--- src/rtl/idc_regs.svh ---
`ifndef IDC_REGS_SVH
`define IDC_REGS_SVH

// Register byte offsets on the bus
`define IDC_OFS_CTRL 8'h00
`define IDC_OFS_STATUS 8'h04
`define IDC_OFS_MPMASK 8'h08
`define IDC_OFS_PMASK 8'h0C
`define IDC_OFS_PLL 8'h10
`define IDC_OFS_WAKE 8'h14
`define IDC_OFS_GATES 8'h18

// Reset values
`define IDC_RST_CTRL 16'h0000
`define IDC_RST_MPMASK 16'h0000
`define IDC_RST_PMASK 16'h0000
`define IDC_RST_PLL 16'h0000
`define IDC_RST_WAKE 16'h0000

// Writable bits of the idle control, master-port mask and PLL control registers
`define IDC_CTRL_MASK 16'h03FF
`define IDC_MPMASK_MASK 16'h0003
`define IDC_PLL_MASK 16'h000F

// Idle control and idle status bit positions
`define IDC_CTRL_CPU 0
`define IDC_CTRL_MP 1
`define IDC_CTRL_ICACHE 2
`define IDC_CTRL_PERIPHERAL_DOMAIN_IDLE_BIT 3
`define IDC_CTRL_CLK 4
`define IDC_CTRL_EXTMEM 5
`define IDC_CTRL_IPORT 6

// Master-port idle mask bit positions
`define IDC_MP_DMA 0
`define IDC_MP_HPORT 1

// Peripheral idle mask bit that also idles the external memory interface
`define IDC_PM_EXTMEM 0

// PLL control and status bit positions
`define IDC_PLL_EN 0
`define IDC_PLL_PWRDN 1
`define IDC_PLL_RST 2
`define IDC_PLL_OSCPD 3

// Oscillator wakeup enable: NMI bit, external interrupt n at bit n+1
`define IDC_WAKE_NMI 0

// Oscillator stabilisation, in reference clock cycles
`define IDC_OSC_STABLE_CYC 41032

`endif

--- src/rtl/idc_pkg.sv ---
package idc_pkg;

  // Controller sequencing states
  typedef enum logic [1:0] {
    IDC_RUN,
    IDC_IDLE,
    IDC_STABLE
  } idc_state_type;

  // Clock-disable controls of the fixed domains
  typedef struct packed {
    logic iport;
    logic extmem;
    logic clkgen;
    logic icache;
    logic hport;
    logic dma;
    logic cpu;
  } idc_gate_type;

  // Controls toward the PLL and oscillator
  typedef struct packed {
    logic osc_pwrdn;
    logic pll_rst;
    logic pll_pwrdn;
    logic pll_en;
  } idc_pll_type;

endpackage : idc_pkg

--- src/rtl/idc_top.sv ---
`timescale 1ns/10ps
`include "idc_regs.svh"
// What this block does
// - Seven fixed domains plus the peripherals, each with its own gate.
// - Idle instruction copies control into status.
// - Status bits 0 to 6 each disable their own domain; bits 7 to 9 disable nothing.
// - Bit 0 of control idles the CPU.
// - DMA/host clock stops on mask and status.
// - DMA finishes its transfer, then idles.
// - Host port idles without waiting.
// - Peripheral stops on its mask and status.
// - Busy peripheral finishes activity, then idles.
// - Memory interface idles after DMA goes quiet.
// - No SDRAM refresh while memory interface idle.
// - Memory idle via control needs masters idle.
// - Mode two stops all but clock module.
// - Mode three powers PLL down, stops clocks.
// - Oscillator power-down and wake enables, EXTERNAL_INTERRUPT_ZERO bit 1.
// - Oscillator wakes on enabled NMI/external interrupt.
// - Wait 41032 cycles after oscillator wake.
module idc_top #(
  parameter int NUM_PERIPH = 14,
  parameter int NUM_EXT_INT = 4,
  parameter int STABLE_CYCLES = `IDC_OSC_STABLE_CYC
) (
  input wire logic CLK_SYS_IN,
  input wire logic SYS_RST_IN,
  input wire logic WB_CYC_IN,
  input wire logic WB_STB_IN,
  input wire logic WB_WE_IN,
  input wire logic [7:0] WB_ADR_IN,
  input wire logic [3:0] WB_SEL_IN,
  input wire logic [31:0] WB_DAT_IN,
  output logic WB_ACK_OUT,
  output logic [31:0] WB_DAT_OUT,
  input wire logic IDLE_EXEC_IN,
  input wire logic DMA_BUSY_IN,
  input wire logic ICACHE_BUSY_IN,
  input wire logic [NUM_PERIPH-1:0] PERIPH_BUSY_IN,
  input wire logic [NUM_EXT_INT-1:0] CPU_INT_EN_IN,
  input wire logic NMI_IN,
  input wire logic [NUM_EXT_INT-1:0] EXT_INT_IN,
  output idc_pkg::idc_gate_type GATE_OUT,
  output logic [NUM_PERIPH-1:0] GATE_PERIPH_OUT,
  output idc_pkg::idc_pll_type PLL_OUT,
  output logic REFRESH_EN_OUT,
  output logic RESUME_OUT
);
  import idc_pkg::*;

  // Refuse widths that do not fit the 16-bit registers
  if (NUM_PERIPH < 1 || NUM_PERIPH > 16) begin : g_chk_p
    $error("idc_top: NUM_PERIPH must be 1 to 16");
  end
  if (NUM_EXT_INT < 1 || NUM_EXT_INT > 15) begin : g_chk_i
    $error("idc_top: NUM_EXT_INT must be 1 to 15");
  end

  // Low NUM_PERIPH bits, and NMI plus one bit per external line
  localparam logic [15:0] PMASK_BITS = 16'((32'h0000_0001 << NUM_PERIPH) - 32'h0000_0001);
  localparam logic [15:0] WAKE_BITS = 16'((32'h0000_0001 << (NUM_EXT_INT + 1)) - 32'h0000_0001);

  // Byte-lane merge of a 16-bit register with write data
  function automatic logic [15:0] lane_merge(input logic [15:0] old, input logic [31:0] dat,
                                             input logic [3:0] sel, input logic [15:0] msk);
    logic [15:0] v;
    v = old;
    if (sel[0]) begin
      v[7:0] = dat[7:0];
    end
    if (sel[1]) begin
      v[15:8] = dat[15:8];
    end
    return v & msk;
  endfunction : lane_merge

  // Register bus state
  logic ack_q, ack_d; // Bus acknowledge
  logic [31:0] rdat_q, rdat_d; // Read data
  logic [15:0] ctrl_q, ctrl_d; // idle_control_reg
  logic [15:0] mpm_q, mpm_d; // master_port_idle_mask
  logic [15:0] pm_q, pm_d; // peripheral_idle_mask
  logic [15:0] pll_q, pll_d; // pll_control_status_reg
  logic [15:0] osc_wakeup_enable_reg_q, osc_wakeup_enable_reg_d; // osc_wakeup_enable_reg

  // Sequencing state
  idc_state_type state_q, state_d; // Controller state
  logic [15:0] stat_q, stat_d; // idle_status_reg
  logic resume_q, resume_d; // Program flow resumes
  logic tstart; // Starts the stabilisation wait
  logic tdone; // Stabilisation wait over

  // Gate state
  idc_gate_type gate_q, gate_d; // Domain disables
  logic [NUM_PERIPH-1:0] pgate_q, pgate_d; // Peripheral disables
  idc_pll_type pllo_q, pllo_d; // PLL and oscillator controls
  logic refr_q, refr_d; // Refresh allowed

  // Pin synchronisers for wake sources
  logic [NUM_EXT_INT:0] wk_meta_q; // First stage only
  logic [NUM_EXT_INT:0] wk_sync_q; // Usable wake levels

  logic acc; // New bus access
  logic [NUM_EXT_INT-1:0] ext_s; // Synced external interrupts
  logic nmi_s; // Synced NMI
  logic wake_any; // Ends an idle with oscillator running
  logic wake_osc; // Restarts a powered-down oscillator
  logic osc_down; // Oscillator currently powered down

  assign acc = WB_CYC_IN & WB_STB_IN & ~ack_q;
  assign nmi_s = wk_sync_q[0];
  assign ext_s = wk_sync_q[NUM_EXT_INT:1];
  assign osc_down = (state_q == IDC_IDLE) & stat_q[`IDC_CTRL_CLK] & pll_q[`IDC_PLL_OSCPD];
  assign wake_any = nmi_s | (|(ext_s & CPU_INT_EN_IN));
  // Needs both wake enable and, for external lines, interrupt enable
  assign wake_osc = (nmi_s & osc_wakeup_enable_reg_q[`IDC_WAKE_NMI])
                  | (|(ext_s & CPU_INT_EN_IN & osc_wakeup_enable_reg_q[NUM_EXT_INT:1]));

  // Two flip-flops on the asynchronous wake pins
  always_ff @(posedge CLK_SYS_IN) begin
    if (SYS_RST_IN) begin
      wk_meta_q <= '0;
      wk_sync_q <= '0;
    end else begin
      wk_meta_q <= {EXT_INT_IN, NMI_IN};
      wk_sync_q <= wk_meta_q;
    end
  end

  // Bus decode, register writes and read mux
  always_comb begin
    ack_d = acc;
    rdat_d = rdat_q;
    ctrl_d = ctrl_q;
    mpm_d = mpm_q;
    pm_d = pm_q;
    pll_d = pll_q;
    osc_wakeup_enable_reg_d = osc_wakeup_enable_reg_q;
    if (acc) begin
      rdat_d = 32'h0000_0000;
      case (WB_ADR_IN)
        `IDC_OFS_CTRL: begin
          rdat_d = {16'h0000, ctrl_q};
          if (WB_WE_IN) begin
            ctrl_d = lane_merge(ctrl_q, WB_DAT_IN, WB_SEL_IN, `IDC_CTRL_MASK);
          end
        end
        `IDC_OFS_STATUS: begin
          rdat_d = {16'h0000, stat_q};
        end
        `IDC_OFS_MPMASK: begin
          rdat_d = {16'h0000, mpm_q};
          if (WB_WE_IN) begin
            mpm_d = lane_merge(mpm_q, WB_DAT_IN, WB_SEL_IN, `IDC_MPMASK_MASK);
          end
        end
        `IDC_OFS_PMASK: begin
          rdat_d = {16'h0000, pm_q};
          if (WB_WE_IN) begin
            pm_d = lane_merge(pm_q, WB_DAT_IN, WB_SEL_IN, PMASK_BITS);
          end
        end
        `IDC_OFS_PLL: begin
          rdat_d = {16'h0000, pll_q};
          if (WB_WE_IN) begin
            pll_d = lane_merge(pll_q, WB_DAT_IN, WB_SEL_IN, `IDC_PLL_MASK);
          end
        end
        `IDC_OFS_WAKE: begin
          rdat_d = {16'h0000, osc_wakeup_enable_reg_q};
          if (WB_WE_IN) begin
            osc_wakeup_enable_reg_d = lane_merge(osc_wakeup_enable_reg_q, WB_DAT_IN, WB_SEL_IN, WAKE_BITS);
          end
        end
        `IDC_OFS_GATES: begin
          rdat_d = {16'(pgate_q), 5'h00, state_q, refr_q, 1'b0, gate_q};
        end
        default: begin
          rdat_d = 32'h0000_0000;
        end
      endcase
    end
  end

  // Register the bus state
  always_ff @(posedge CLK_SYS_IN) begin
    if (SYS_RST_IN) begin
      ack_q <= 1'b0;
      rdat_q <= 32'h0000_0000;
      ctrl_q <= `IDC_RST_CTRL;
      mpm_q <= `IDC_RST_MPMASK;
      pm_q <= `IDC_RST_PMASK;
      pll_q <= `IDC_RST_PLL;
      osc_wakeup_enable_reg_q <= `IDC_RST_WAKE;
    end else begin
      ack_q <= ack_d;
      rdat_q <= rdat_d;
      ctrl_q <= ctrl_d;
      mpm_q <= mpm_d;
      pm_q <= pm_d;
      pll_q <= pll_d;
      osc_wakeup_enable_reg_q <= osc_wakeup_enable_reg_d;
    end
  end

  // Idle sequencing: latch on idle instruction, wake, stabilise
  always_comb begin
    state_d = state_q;
    stat_d = stat_q;
    resume_d = 1'b0;
    tstart = 1'b0;
    case (state_q)
      IDC_RUN, IDC_IDLE: begin
        if (IDLE_EXEC_IN) begin
          // Only the idle instruction loads the status
          stat_d = ctrl_q;
          state_d = ctrl_q[`IDC_CTRL_CPU] ? IDC_IDLE : IDC_RUN;
        end else if (state_q == IDC_IDLE && osc_down) begin
          if (wake_osc) begin
            tstart = 1'b1;
            state_d = IDC_STABLE;
          end
        end else if (state_q == IDC_IDLE && wake_any) begin
          // Wake ends the idle the instruction started
          stat_d = 16'h0000;
          state_d = IDC_RUN;
          resume_d = 1'b1;
        end
      end
      IDC_STABLE: begin
        if (tdone) begin
          // Flow resumes right after the wait
          stat_d = 16'h0000;
          state_d = IDC_RUN;
          resume_d = 1'b1;
        end
      end
      default: begin
        state_d = IDC_RUN;
      end
    endcase
  end

  // Register the sequencing state
  always_ff @(posedge CLK_SYS_IN) begin
    if (SYS_RST_IN) begin
      state_q <= IDC_RUN;
      stat_q <= 16'h0000;
      resume_q <= 1'b0;
    end else begin
      state_q <= state_d;
      stat_q <= stat_d;
      resume_q <= resume_d;
    end
  end

  // Oscillator stabilisation counter
  idc_stable_timer #(
    .CYCLES(STABLE_CYCLES)
  ) i_idc_stable_timer (
    .clk_in(CLK_SYS_IN),
    .rst_in(SYS_RST_IN),
    .start_in(tstart),
    .done_out(tdone)
  );

  // Gate decisions from status, masks and activity
  always_comb begin
    logic mp_req;
    logic em_req;
    logic em_ok;
    mp_req = stat_q[`IDC_CTRL_MP];
    // Memory idle via control only with all masters idled
    em_ok = stat_q[`IDC_CTRL_CPU] & stat_q[`IDC_CTRL_IPORT] & stat_q[`IDC_CTRL_ICACHE]
          & mp_req & mpm_q[`IDC_MP_DMA] & mpm_q[`IDC_MP_HPORT];
    // Either path requests the memory interface idle
    em_req = (stat_q[`IDC_CTRL_EXTMEM] & em_ok)
           | (stat_q[`IDC_CTRL_PERIPHERAL_DOMAIN_IDLE_BIT] & pm_q[`IDC_PM_EXTMEM]);
    gate_d = '0;
    // One disable per status bit
    gate_d.cpu = stat_q[`IDC_CTRL_CPU];
    gate_d.iport = stat_q[`IDC_CTRL_IPORT];
    gate_d.clkgen = stat_q[`IDC_CTRL_CLK];
    // DMA waits out its transfer, once stopped stays stopped
    gate_d.dma = mp_req & mpm_q[`IDC_MP_DMA] & (~DMA_BUSY_IN | gate_q.dma);
    // Host port stops at once
    gate_d.hport = mp_req & mpm_q[`IDC_MP_HPORT];
    // Cache waits for its fill or fetch
    gate_d.icache = stat_q[`IDC_CTRL_ICACHE] & (~ICACHE_BUSY_IN | gate_q.icache);
    // Memory interface waits for the DMA to go quiet
    gate_d.extmem = em_req & (~DMA_BUSY_IN | gate_q.dma | gate_q.extmem);
    // Each masked peripheral stops when idle
    pgate_d = {NUM_PERIPH{stat_q[`IDC_CTRL_PERIPHERAL_DOMAIN_IDLE_BIT]}} & pm_q[NUM_PERIPH-1:0]
            & (~PERIPH_BUSY_IN | pgate_q);
    // Refresh generation lost while memory interface idled
    refr_d = ~gate_d.extmem;
    // PLL and oscillator controls
    pllo_d.pll_en = pll_q[`IDC_PLL_EN];
    pllo_d.pll_rst = pll_q[`IDC_PLL_RST];
    // PLL core powered down in mode three
    pllo_d.pll_pwrdn = pll_q[`IDC_PLL_PWRDN] & stat_q[`IDC_CTRL_CLK];
    pllo_d.osc_pwrdn = (state_d == IDC_IDLE) & stat_d[`IDC_CTRL_CLK]
                     & pll_q[`IDC_PLL_OSCPD];
  end

  // Register the gate outputs
  always_ff @(posedge CLK_SYS_IN) begin
    if (SYS_RST_IN) begin
      gate_q <= '0;
      pgate_q <= '0;
      pllo_q <= '0;
      refr_q <= 1'b1;
    end else begin
      gate_q <= gate_d;
      pgate_q <= pgate_d;
      pllo_q <= pllo_d;
      refr_q <= refr_d;
    end
  end

  // Outputs straight from flip-flops
  assign WB_ACK_OUT = ack_q;
  assign WB_DAT_OUT = rdat_q;
  assign GATE_OUT = gate_q;
  assign GATE_PERIPH_OUT = pgate_q;
  assign PLL_OUT = pllo_q;
  assign REFRESH_EN_OUT = refr_q;
  assign RESUME_OUT = resume_q;

endmodule : idc_top

--- src/rtl/idc_stable_timer.sv ---
`timescale 1ns/10ps
module idc_stable_timer #(
  parameter int CYCLES = 41032
) (
  input wire logic clk_in,
  input wire logic rst_in,
  input wire logic start_in,
  output logic done_out
);
  import idc_pkg::*;

  localparam int CW = $clog2(CYCLES + 1);

  // Refuse a count the counter cannot hold
  if (CYCLES < 1) begin : g_chk
    $error("idc_stable_timer: CYCLES must be at least 1");
  end

  logic [CW-1:0] cnt_q, cnt_d; // Cycles still to wait
  logic run_q, run_d; // Counting in progress
  logic done_q, done_d; // One-cycle expiry pulse

  // Next count: load on start, count down, pulse at the end
  always_comb begin
    cnt_d = cnt_q;
    run_d = run_q;
    done_d = 1'b0;
    if (start_in) begin
      cnt_d = CW'(CYCLES);
      run_d = 1'b1;
    end else if (run_q) begin
      if (cnt_q == CW'(1)) begin
        run_d = 1'b0;
        done_d = 1'b1;
      end
      cnt_d = cnt_q - CW'(1);
    end
  end

  // Register the counter state
  always_ff @(posedge clk_in) begin
    if (rst_in) begin
      cnt_q <= '0;
      run_q <= 1'b0;
      done_q <= 1'b0;
    end else begin
      cnt_q <= cnt_d;
      run_q <= run_d;
      done_q <= done_d;
    end
  end

  assign done_out = done_q;

endmodule : idc_stable_timer

--- config.mk ---
export PLATFORM = sky130hd
export DESIGN_NAME = idc_top
export DESIGN_NICKNAME = d
export VERILOG_FILES = /design/src/rtl/idc_pkg.sv /design/src/rtl/idc_top.sv /design/src/rtl/idc_stable_timer.sv
export VERILOG_INCLUDE_DIRS = /design/src /design/src/rtl
export SDC_FILE = /design/constraint.sdc
export NUM_CORES = 1
export LEC_CHECK = 0
export ABC_AREA = 1
export BUFFER_PORTS_ARGS = -buffer_cell sky130_fd_sc_hd__buf_2
export CAP_MARGIN = 0
export CORE_MARGIN = 8
export CORE_UTILIZATION = 55
export CTS_CLUSTER_SIZE = 12
export DETAILED_ROUTE_END_ITERATION = 16
export GPL_ROUTABILITY_DRIVEN = 0
export PLACE_DENSITY = 0.87
export SLEW_MARGIN = 20
export SYNTH_ARGS = -nofsm -noshare
export SYNTH_HDL_FRONTEND = slang
export SYNTH_HIERARCHICAL = 1
export SYNTH_SLANG_ARGS = --single-unit
--- constraint.sdc ---
create_clock -name CLK_SYS_IN -period 2.51 [get_ports CLK_SYS_IN]
set_clock_uncertainty 0.1 [all_clocks]
set_input_delay 0.3765 -clock CLK_SYS_IN [delete_from_list [all_inputs] [get_ports CLK_SYS_IN]]
set_output_delay 0.3765 -clock CLK_SYS_IN [all_outputs]
set_load 0.01 [all_outputs]
; After elaboration in Yosys (flattened, before gate mapping)
; Index checks and enable logic that the tools add are counted.
[totals]
out_inout_bits = 60
regBits = 141
elab_cells = 130
[op_classes]
n_reduce_logical = 19
n_mux = 28
bitwise_logic = 37
n_eq_ne = 13
addsub = 1
[op_table]
columns = cell, count
row1 = one-hot mux 30 bit (7 select lines), 1
row2 = 2-to-1 mux 16 bit, 6
row3 = one-hot mux 16 bit (2 select lines), 1
row4 = AND reduction 4 bit, 8
row5 = AND 14 bit, 2
row6 = "== test 8 x 5 -> 1 bit, second input constant", 3
row7 = AND 1 bit, 20
row8 = "== test 16 x 1 -> 1 bit, second input constant", 1
row9 = "== test 8 x 4 -> 1 bit, second input constant", 2
row10 = "subtractor 16 x 1 -> 16 bit, second input constant", 1
row11 = inverter 14 bit, 1
row12 = OR 14 bit, 1
row13 = 2-to-1 mux 1 bit, 13
row14 = 2-to-1 mux 2 bit, 5
row15 = AND 4 bit, 2
row16 = "== test 8 x 3 -> 1 bit, second input constant", 1
row17 = zero test 8 bit, 1
row18 = OR reduction 4 bit, 2
row19 = "!= test 3 bit, second input constant", 2
row20 = OR 1 bit, 6
row21 = inverter 1 bit, 5
row22 = "== test 2 x 1 -> 1 bit, second input constant", 2
row23 = one-hot mux 2 bit (2 select lines), 1
row24 = nonzero test 2 bit, 2
row25 = 7 further kinds, 9

; Depth between registers and ports, before layout
[depth]
word_depth = 11
depth_mapped = 11

; Modules after synthesis
; Netlist, hierarchy kept.
[modules_own_cells]
columns = mod, n_inst, cells_per_inst, seq_area_each_um2, area_per_inst_um2
row1 = idc_top, 1, 626, 2282.2, 4688.2
row2 = idc_stable_timer, 1, 144, 360.3, 982.2

; Worst setup path before layout
; Ideal clock, no wire load.
[synth_timing]
kind = reg2reg
from = register state_q[1]
to = register i_idc_stable_timer.cnt_q[11]
setup_time_ns = 0.078
t_required_ns = 2.332
path_slack_ns = 0.861
t_arrival_ns = 1.471
stages_incl_launch_ff = 11
path_cell_list = dfxtp_1 -> inv_1 -> nand2_1 -> nor2_1 -> nand2_1 -> inv_1 -> nand2_1 -> inv_1 -> nor2_1 -> inv_1 -> nor3_1
[synth_between]
elab_chain_cells = 8
elab_cells_between_ends = 10
[synth_lines]
columns = element, line
row1 = from (decl), idc_top.sv:87  ; idc_state_type state_q, state_d;
row2 = from (signal assigned), idc_top.sv:251  ; state_q <= state_d;
row3 = == test 2 x 1 -> 1 bit, "idc_top.sv:113, idc_top.sv:212, idc_top.sv:218"
row4 = AND 1 bit (2 in a row), idc_top.sv:113  ; assign osc_down = (state_q == IDC_IDLE) & stat_q[`IDC_CTRL_CLK] & pll_q[`IDC_PLL_OSCPD];
row5 = logical AND 1 bit, idc_top.sv:218  ; end else if (state_q == IDC_IDLE && osc_down) begin
row6 = 2-to-1 mux 1 bit, idc_top.sv:218
row7 = 2-to-1 mux 1 bit, idc_top.sv:214  ; if (IDLE_EXEC_IN) begin
row8 = 2-to-1 mux 1 bit *, idc_top.sv:212  ; case (state_q)
row9 = via tstart, idc_top.sv:90  ; logic tstart;
row10 = OR reduction 2 bit (no line) *, n/a
row11 = to (signal assigned), idc_stable_timer.sv:47  ; cnt_q <= cnt_d;
row12 = to (decl), idc_stable_timer.sv:19  ; logic [CW-1:0] cnt_q, cnt_d;
; The timed path passes the listed nets; every way through them passes the cells marked *.
; A chain may end at the register's enable or synchronous reset.

; Worst setup path after layout
[layout_timing]
from = register ack_q, in the netlist WB_ACK_OUT
to = register pm_q[13]
[layout_between]
elab_chain_cells = 3
[layout_lines]
columns = element, line
row1 = from (decl), idc_top.sv:78  ; logic ack_q, ack_d;
row2 = from (signal assigned), idc_top.sv:196  ; ack_q <= ack_d;
row3 = inverter 1 bit, idc_top.sv:110  ; assign acc = WB_CYC_IN & WB_STB_IN & ~ack_q;
row4 = AND 1 bit, idc_top.sv:110
row5 = AND reduction 4 bit (no line), n/a
row6 = to (signal assigned), idc_top.sv:192  ; pm_q <= `IDC_RST_PMASK;
row7 = to (signal assigned), idc_top.sv:200  ; pm_q <= pm_d;
row8 = to (decl), idc_top.sv:82  ; logic [15:0] pm_q, pm_d;
; No other way between the ends.

==> flow_results.org <==
** Placed design
- Port bufs :: 112
- After detailed placement, the design holds a cell count of 999.
- The wire-length estimate of the detail-placed layout is 10800 µm.

** Global route
- Entering global routing, the biggest net connects 48 pins.
- Total Routing Usage GR :: 0.223
- Busiest metal layer after global routing :: met2
- Total congestion overflow after global routing :: 0
- Met2 Track Usage GR :: 0.368
- Met3 GRT Util :: 0.0604
- In the global route stage, met1 resource usage came out at 0.268.
- Via count of the first global-routing pass :: 5420
- Antenna violations before repair :: 0
- The first global-routing pass estimated 25700 µm of wire.

** Critical path
- The worst register-to-register path ends at pm_q[13].
- R2R Setup Slk :: 610 ps
- In this run the worst path has a maximum fanout of 17.
- Startpoint class of the critical path :: flip-flop
- Endpoint type of the worst setup path :: flip-flop
- Worst Reg-to-Reg Cells :: 6
- The critical path in this run is classified as reg -> reg.
- At the worst endpoint, the arrival time is 2210 ps.
- The worst register-to-register path begins at WB_ACK_OUT.
- Worst Path Required :: 2820 ps

** STA
- Number of hold violations in the final report :: 0
- Final max-slew violation count :: 0
- Max transition margin :: 0.626
- Setup violations remaining at the end of the flow were counted as 0.
- Slew at the pin with the worst max-slew slack :: 560 ps
- Setup repair after global routing left no endpoint under its margin.
- Final worst-path cycle share :: 0.757
- The clock period could shrink to 1900 ps.
- Based on the critical path, the design can be clocked at up to 0.526 GHz.
- Final TNS setup :: 0 ps

** Synthesis
- Synthesis handed over a netlist of 770 instances.
- The synthesized design contains 132 register bits.
- Fraction of synthesis flops using an asynchronous set or reset pin :: 0
- In the synthesized netlist the dominant register cell turns out to be sky130_fd_sc_hd__dfxtp_1.
- Most instantiated library cell after synthesis :: sky130_fd_sc_hd__nand2_1
- For this run, the register share of the synthesized area comes to 0.466.
- Largest area contributor in the synthesized netlist :: sky130_fd_sc_hd__dfxtp_1
- Synth cell count leaders :: sky130_fd_sc_hd__nand2_1, sky130_fd_sc_hd__dfxtp_1, sky130_fd_sc_hd__inv_1
- Ranking of synthesized cells by area :: sky130_fd_sc_hd__dfxtp_1, sky130_fd_sc_hd__nand2_1, sky130_fd_sc_hd__inv_1
- The Yosys step of the flow raised 6 warnings.
- The average instance in the mapped netlist occupies 7.36 µm².
- The netlist uses 39 different library cells.
- Area share of the largest cell type after synthesis :: 0.466
- Number of synthesized flops with an enable pin :: 0
- The mapped netlist covers 5670 µm².

** Run status
- The flow ran to the end, and the final reports show no timing, DRC or antenna violations.

** Final layout
- Flip-flop and latch area :: 2640 µm²
- Fillers :: 779
- Number of nets in the layout :: 980
- Area grow syn2layout :: 25.0%
- Of the cells placed in the final design, the portion with a size suffix greater than 1 is 0.210.
- Leaving out filler cells and counting taps, the final layout contains 1052.
- The number of antenna diodes in the final layout is 0.
- Footprint of the multi-input gates :: 2440 µm²
- Final Util :: 0.696

** Routing
- The routed layout has 5613 vias.
- The first routing iteration left 539 violations.
- In the final routed layout, each cell accounts on average for 14.8 µm.
- The routed design has 15600 µm of wire.
- The first detailed-routing pass ran for 5 iterations.
- After detailed routing, the number of vias per cell comes to 5.34.
- In this run the remaining antenna-violating nets after routing total 0.
- For this run, design rule violations remaining after detail routing come to 0.

** Worst hold path
- The worst hold path was traced through 3 stages.
- Worst-case hold path end point :: pm_q[11]
- The startpoint identified for the worst hold timing path is WB_DAT_IN[11].
- The min-delay analysis places its worst path in the category in -> reg.

** Floorplanning
- For this configuration, the core starts out at a cell density of 0.557.
- In this run the horizontal extent of the chip is 118 µm.
- Row generation in the floorplan step produced 37 rows.
- Die area :: 13800 µm²
- Number of placed I/O pins :: 135
- The die is 118 µm tall.
- The region available for standard cell placement spans 10200 µm².

** Clocking
- Clock network latency to the later pin of the worst-skew pair :: 520 ps
- Longest Clk Path Bufs :: 2
- Post-CTS clock slew at the launch and capture registers of the worst setup and hold paths :: 70 ps
- TritonCTS built the clock tree.
- In this run, post-CTS repair resized a total of 0 instances.
- The number of setup buffers added after CTS is 0.
- TritonCTS created 17 clock buffers.
- CTS saw 132 sinks.
- Buffer type at the clock tree root :: sky130_fd_sc_hd__clkbuf_8
- H-tree depth reported by CTS :: 4

** Power
- Internal power summed over all cells :: 3570 µW
- Summed over all nets, the switching power comes to 1170 µW.
- Part of the total power dissipated in the clock network :: 0.499
- For this design the static power due to leakage is 0.00316 µW.
- In this run the power density over the cells is 668 nW/µm².
- Proportion of power drawn by combinational gates :: 0.052
- The worst-case IR drop observed on VDD is 0.000366 V.
- The share of total power dissipated in sequential elements is 0.449.
- After layout, the design draws a total of 4740 µW.
- Net Sw Frac :: 0.247

** Flow run
- Max cap viols :: 0
==> cell families (layout without fill, tap and decap cells) <==
group,count (synthesis),after routing,synth area share
adder cells (fa/ha/maj),2,2,0.00441
AO/OA/AOI/OAI,169,169,0.165
other,1,2,0.000661
AND/OR/NAND/NOR,321,321,0.259
buffers and inverters,145,290,0.105
flip-flops,132,132,0.466
==> placed cells by master (no fill, tap or decap), drive strengths merged, types with 2 or more instances in the layout <==
master       count
clkinvlp         2
nor4             2
ha               2
a21oi           72
nand2          147
nand3           54
clkbuf          17
nor2           102
dlygate4sd3     21
buf            120
dfxtp          132
a31oi            2
nand4            7
a211oi          14
nor3             8
o21bai           3
o21ai           74
clkinv           4
conb             2
inv            125
==> critical path, stage by stage (launching register included) <==
cell and delay, ps:
sky130_fd_sc_hd__dfxtp_1 320, sky130_fd_sc_hd__nor2_2 410, sky130_fd_sc_hd__inv_2 320, sky130_fd_sc_hd__nor2_8 230
sky130_fd_sc_hd__nand2_4 140, sky130_fd_sc_hd__o21ai_0 210, sky130_fd_sc_hd__a21oi_1 60
==> metal layers <==
| metal | wire, µm | up-vias |
|---|---|---|
| met2 | 7220 | 283 |
| met5 | 0 | - |
| met1 | 6510 | 2539 |
| met3 | 1360 | 56 |
| li1 | - | 2735 |
| met4 | 522 | 0 |
==> power by group through the flow <==
stage / combinational [µW] / sequential, µW / clock, µW
final: 246 / 2130 / 2370
after CTS: 241 / 2130 / 2380
after floorplan: 109 / 2180 / 0
after global placement: 210 / 2170 / 0
after global routing: 269 / 2130 / 2480
after detailed placement: 214 / 2170 / 0
==> state kept, by name, summed over array words and instances (netlist names), 4 cells and up <==
| name | flops |
|---|---|
| wk_meta_q | 5 |
| stat_q | 10 |
| WB_DAT_OUT | 29 |
| i_idc_stable_timer/cnt_q | 16 |
| GATE_OUT | 7 |
| GATE_PERIPH_OUT | 14 |
| ctrl_q | 10 |
| wk_sync_q | 5 |
| PLL_OUT | 4 |
| pll_q | 4 |
| osc_wakeup_enable_reg_q | 5 |
| pm_q | 14 |
==> worst max path at each step <==
stage,from,to,slack [ps],depth (start not counted)
finish,WB_ACK_OUT,pm_q[13],610,6
global route,state_q[1],i_idc_stable_timer/cnt_q[1],510,11
CTS,WB_ACK_OUT,pm_q[13],640,6
detailed placement,WB_CYC_IN,pm_q[13],470,8
global placement,WB_CYC_IN,pm_q[8],520,8
floorplan,state_q[1],i_idc_stable_timer/cnt_q[11],860,10
==> repair_timing <==
action                                  4_1_cts  5_1_grt
endpoints found under the setup margin        0        0
hold endpoints to repair                     21        0
hold buffers                                 21        0
==> layout make-up <==
cell class	count	share of cell area
sequential	132	0.373
clock buffer	17	0.0584
multi-input combinational	494	0.344
timing repair buffer	141	0.117
clock inverter	15	0.0222
inverter	117	0.0619
tap	136	0.0240
==> through the flow <==
step | cell area, µm² | setup slack, ps | hold WS, ps
2_1_floorplan | 5670 | 861 | 288
3_3_place_gp | 6310 | 523 | 289
3_5_place_dp | 6310 | 474 | 294
4_1_cts | 7090 | 640 | 8.81
5_1_grt | 7090 | 508 | 15.8
6_report | 7090 | 610 | 14.7
Power figures use the tool's default switching activity.
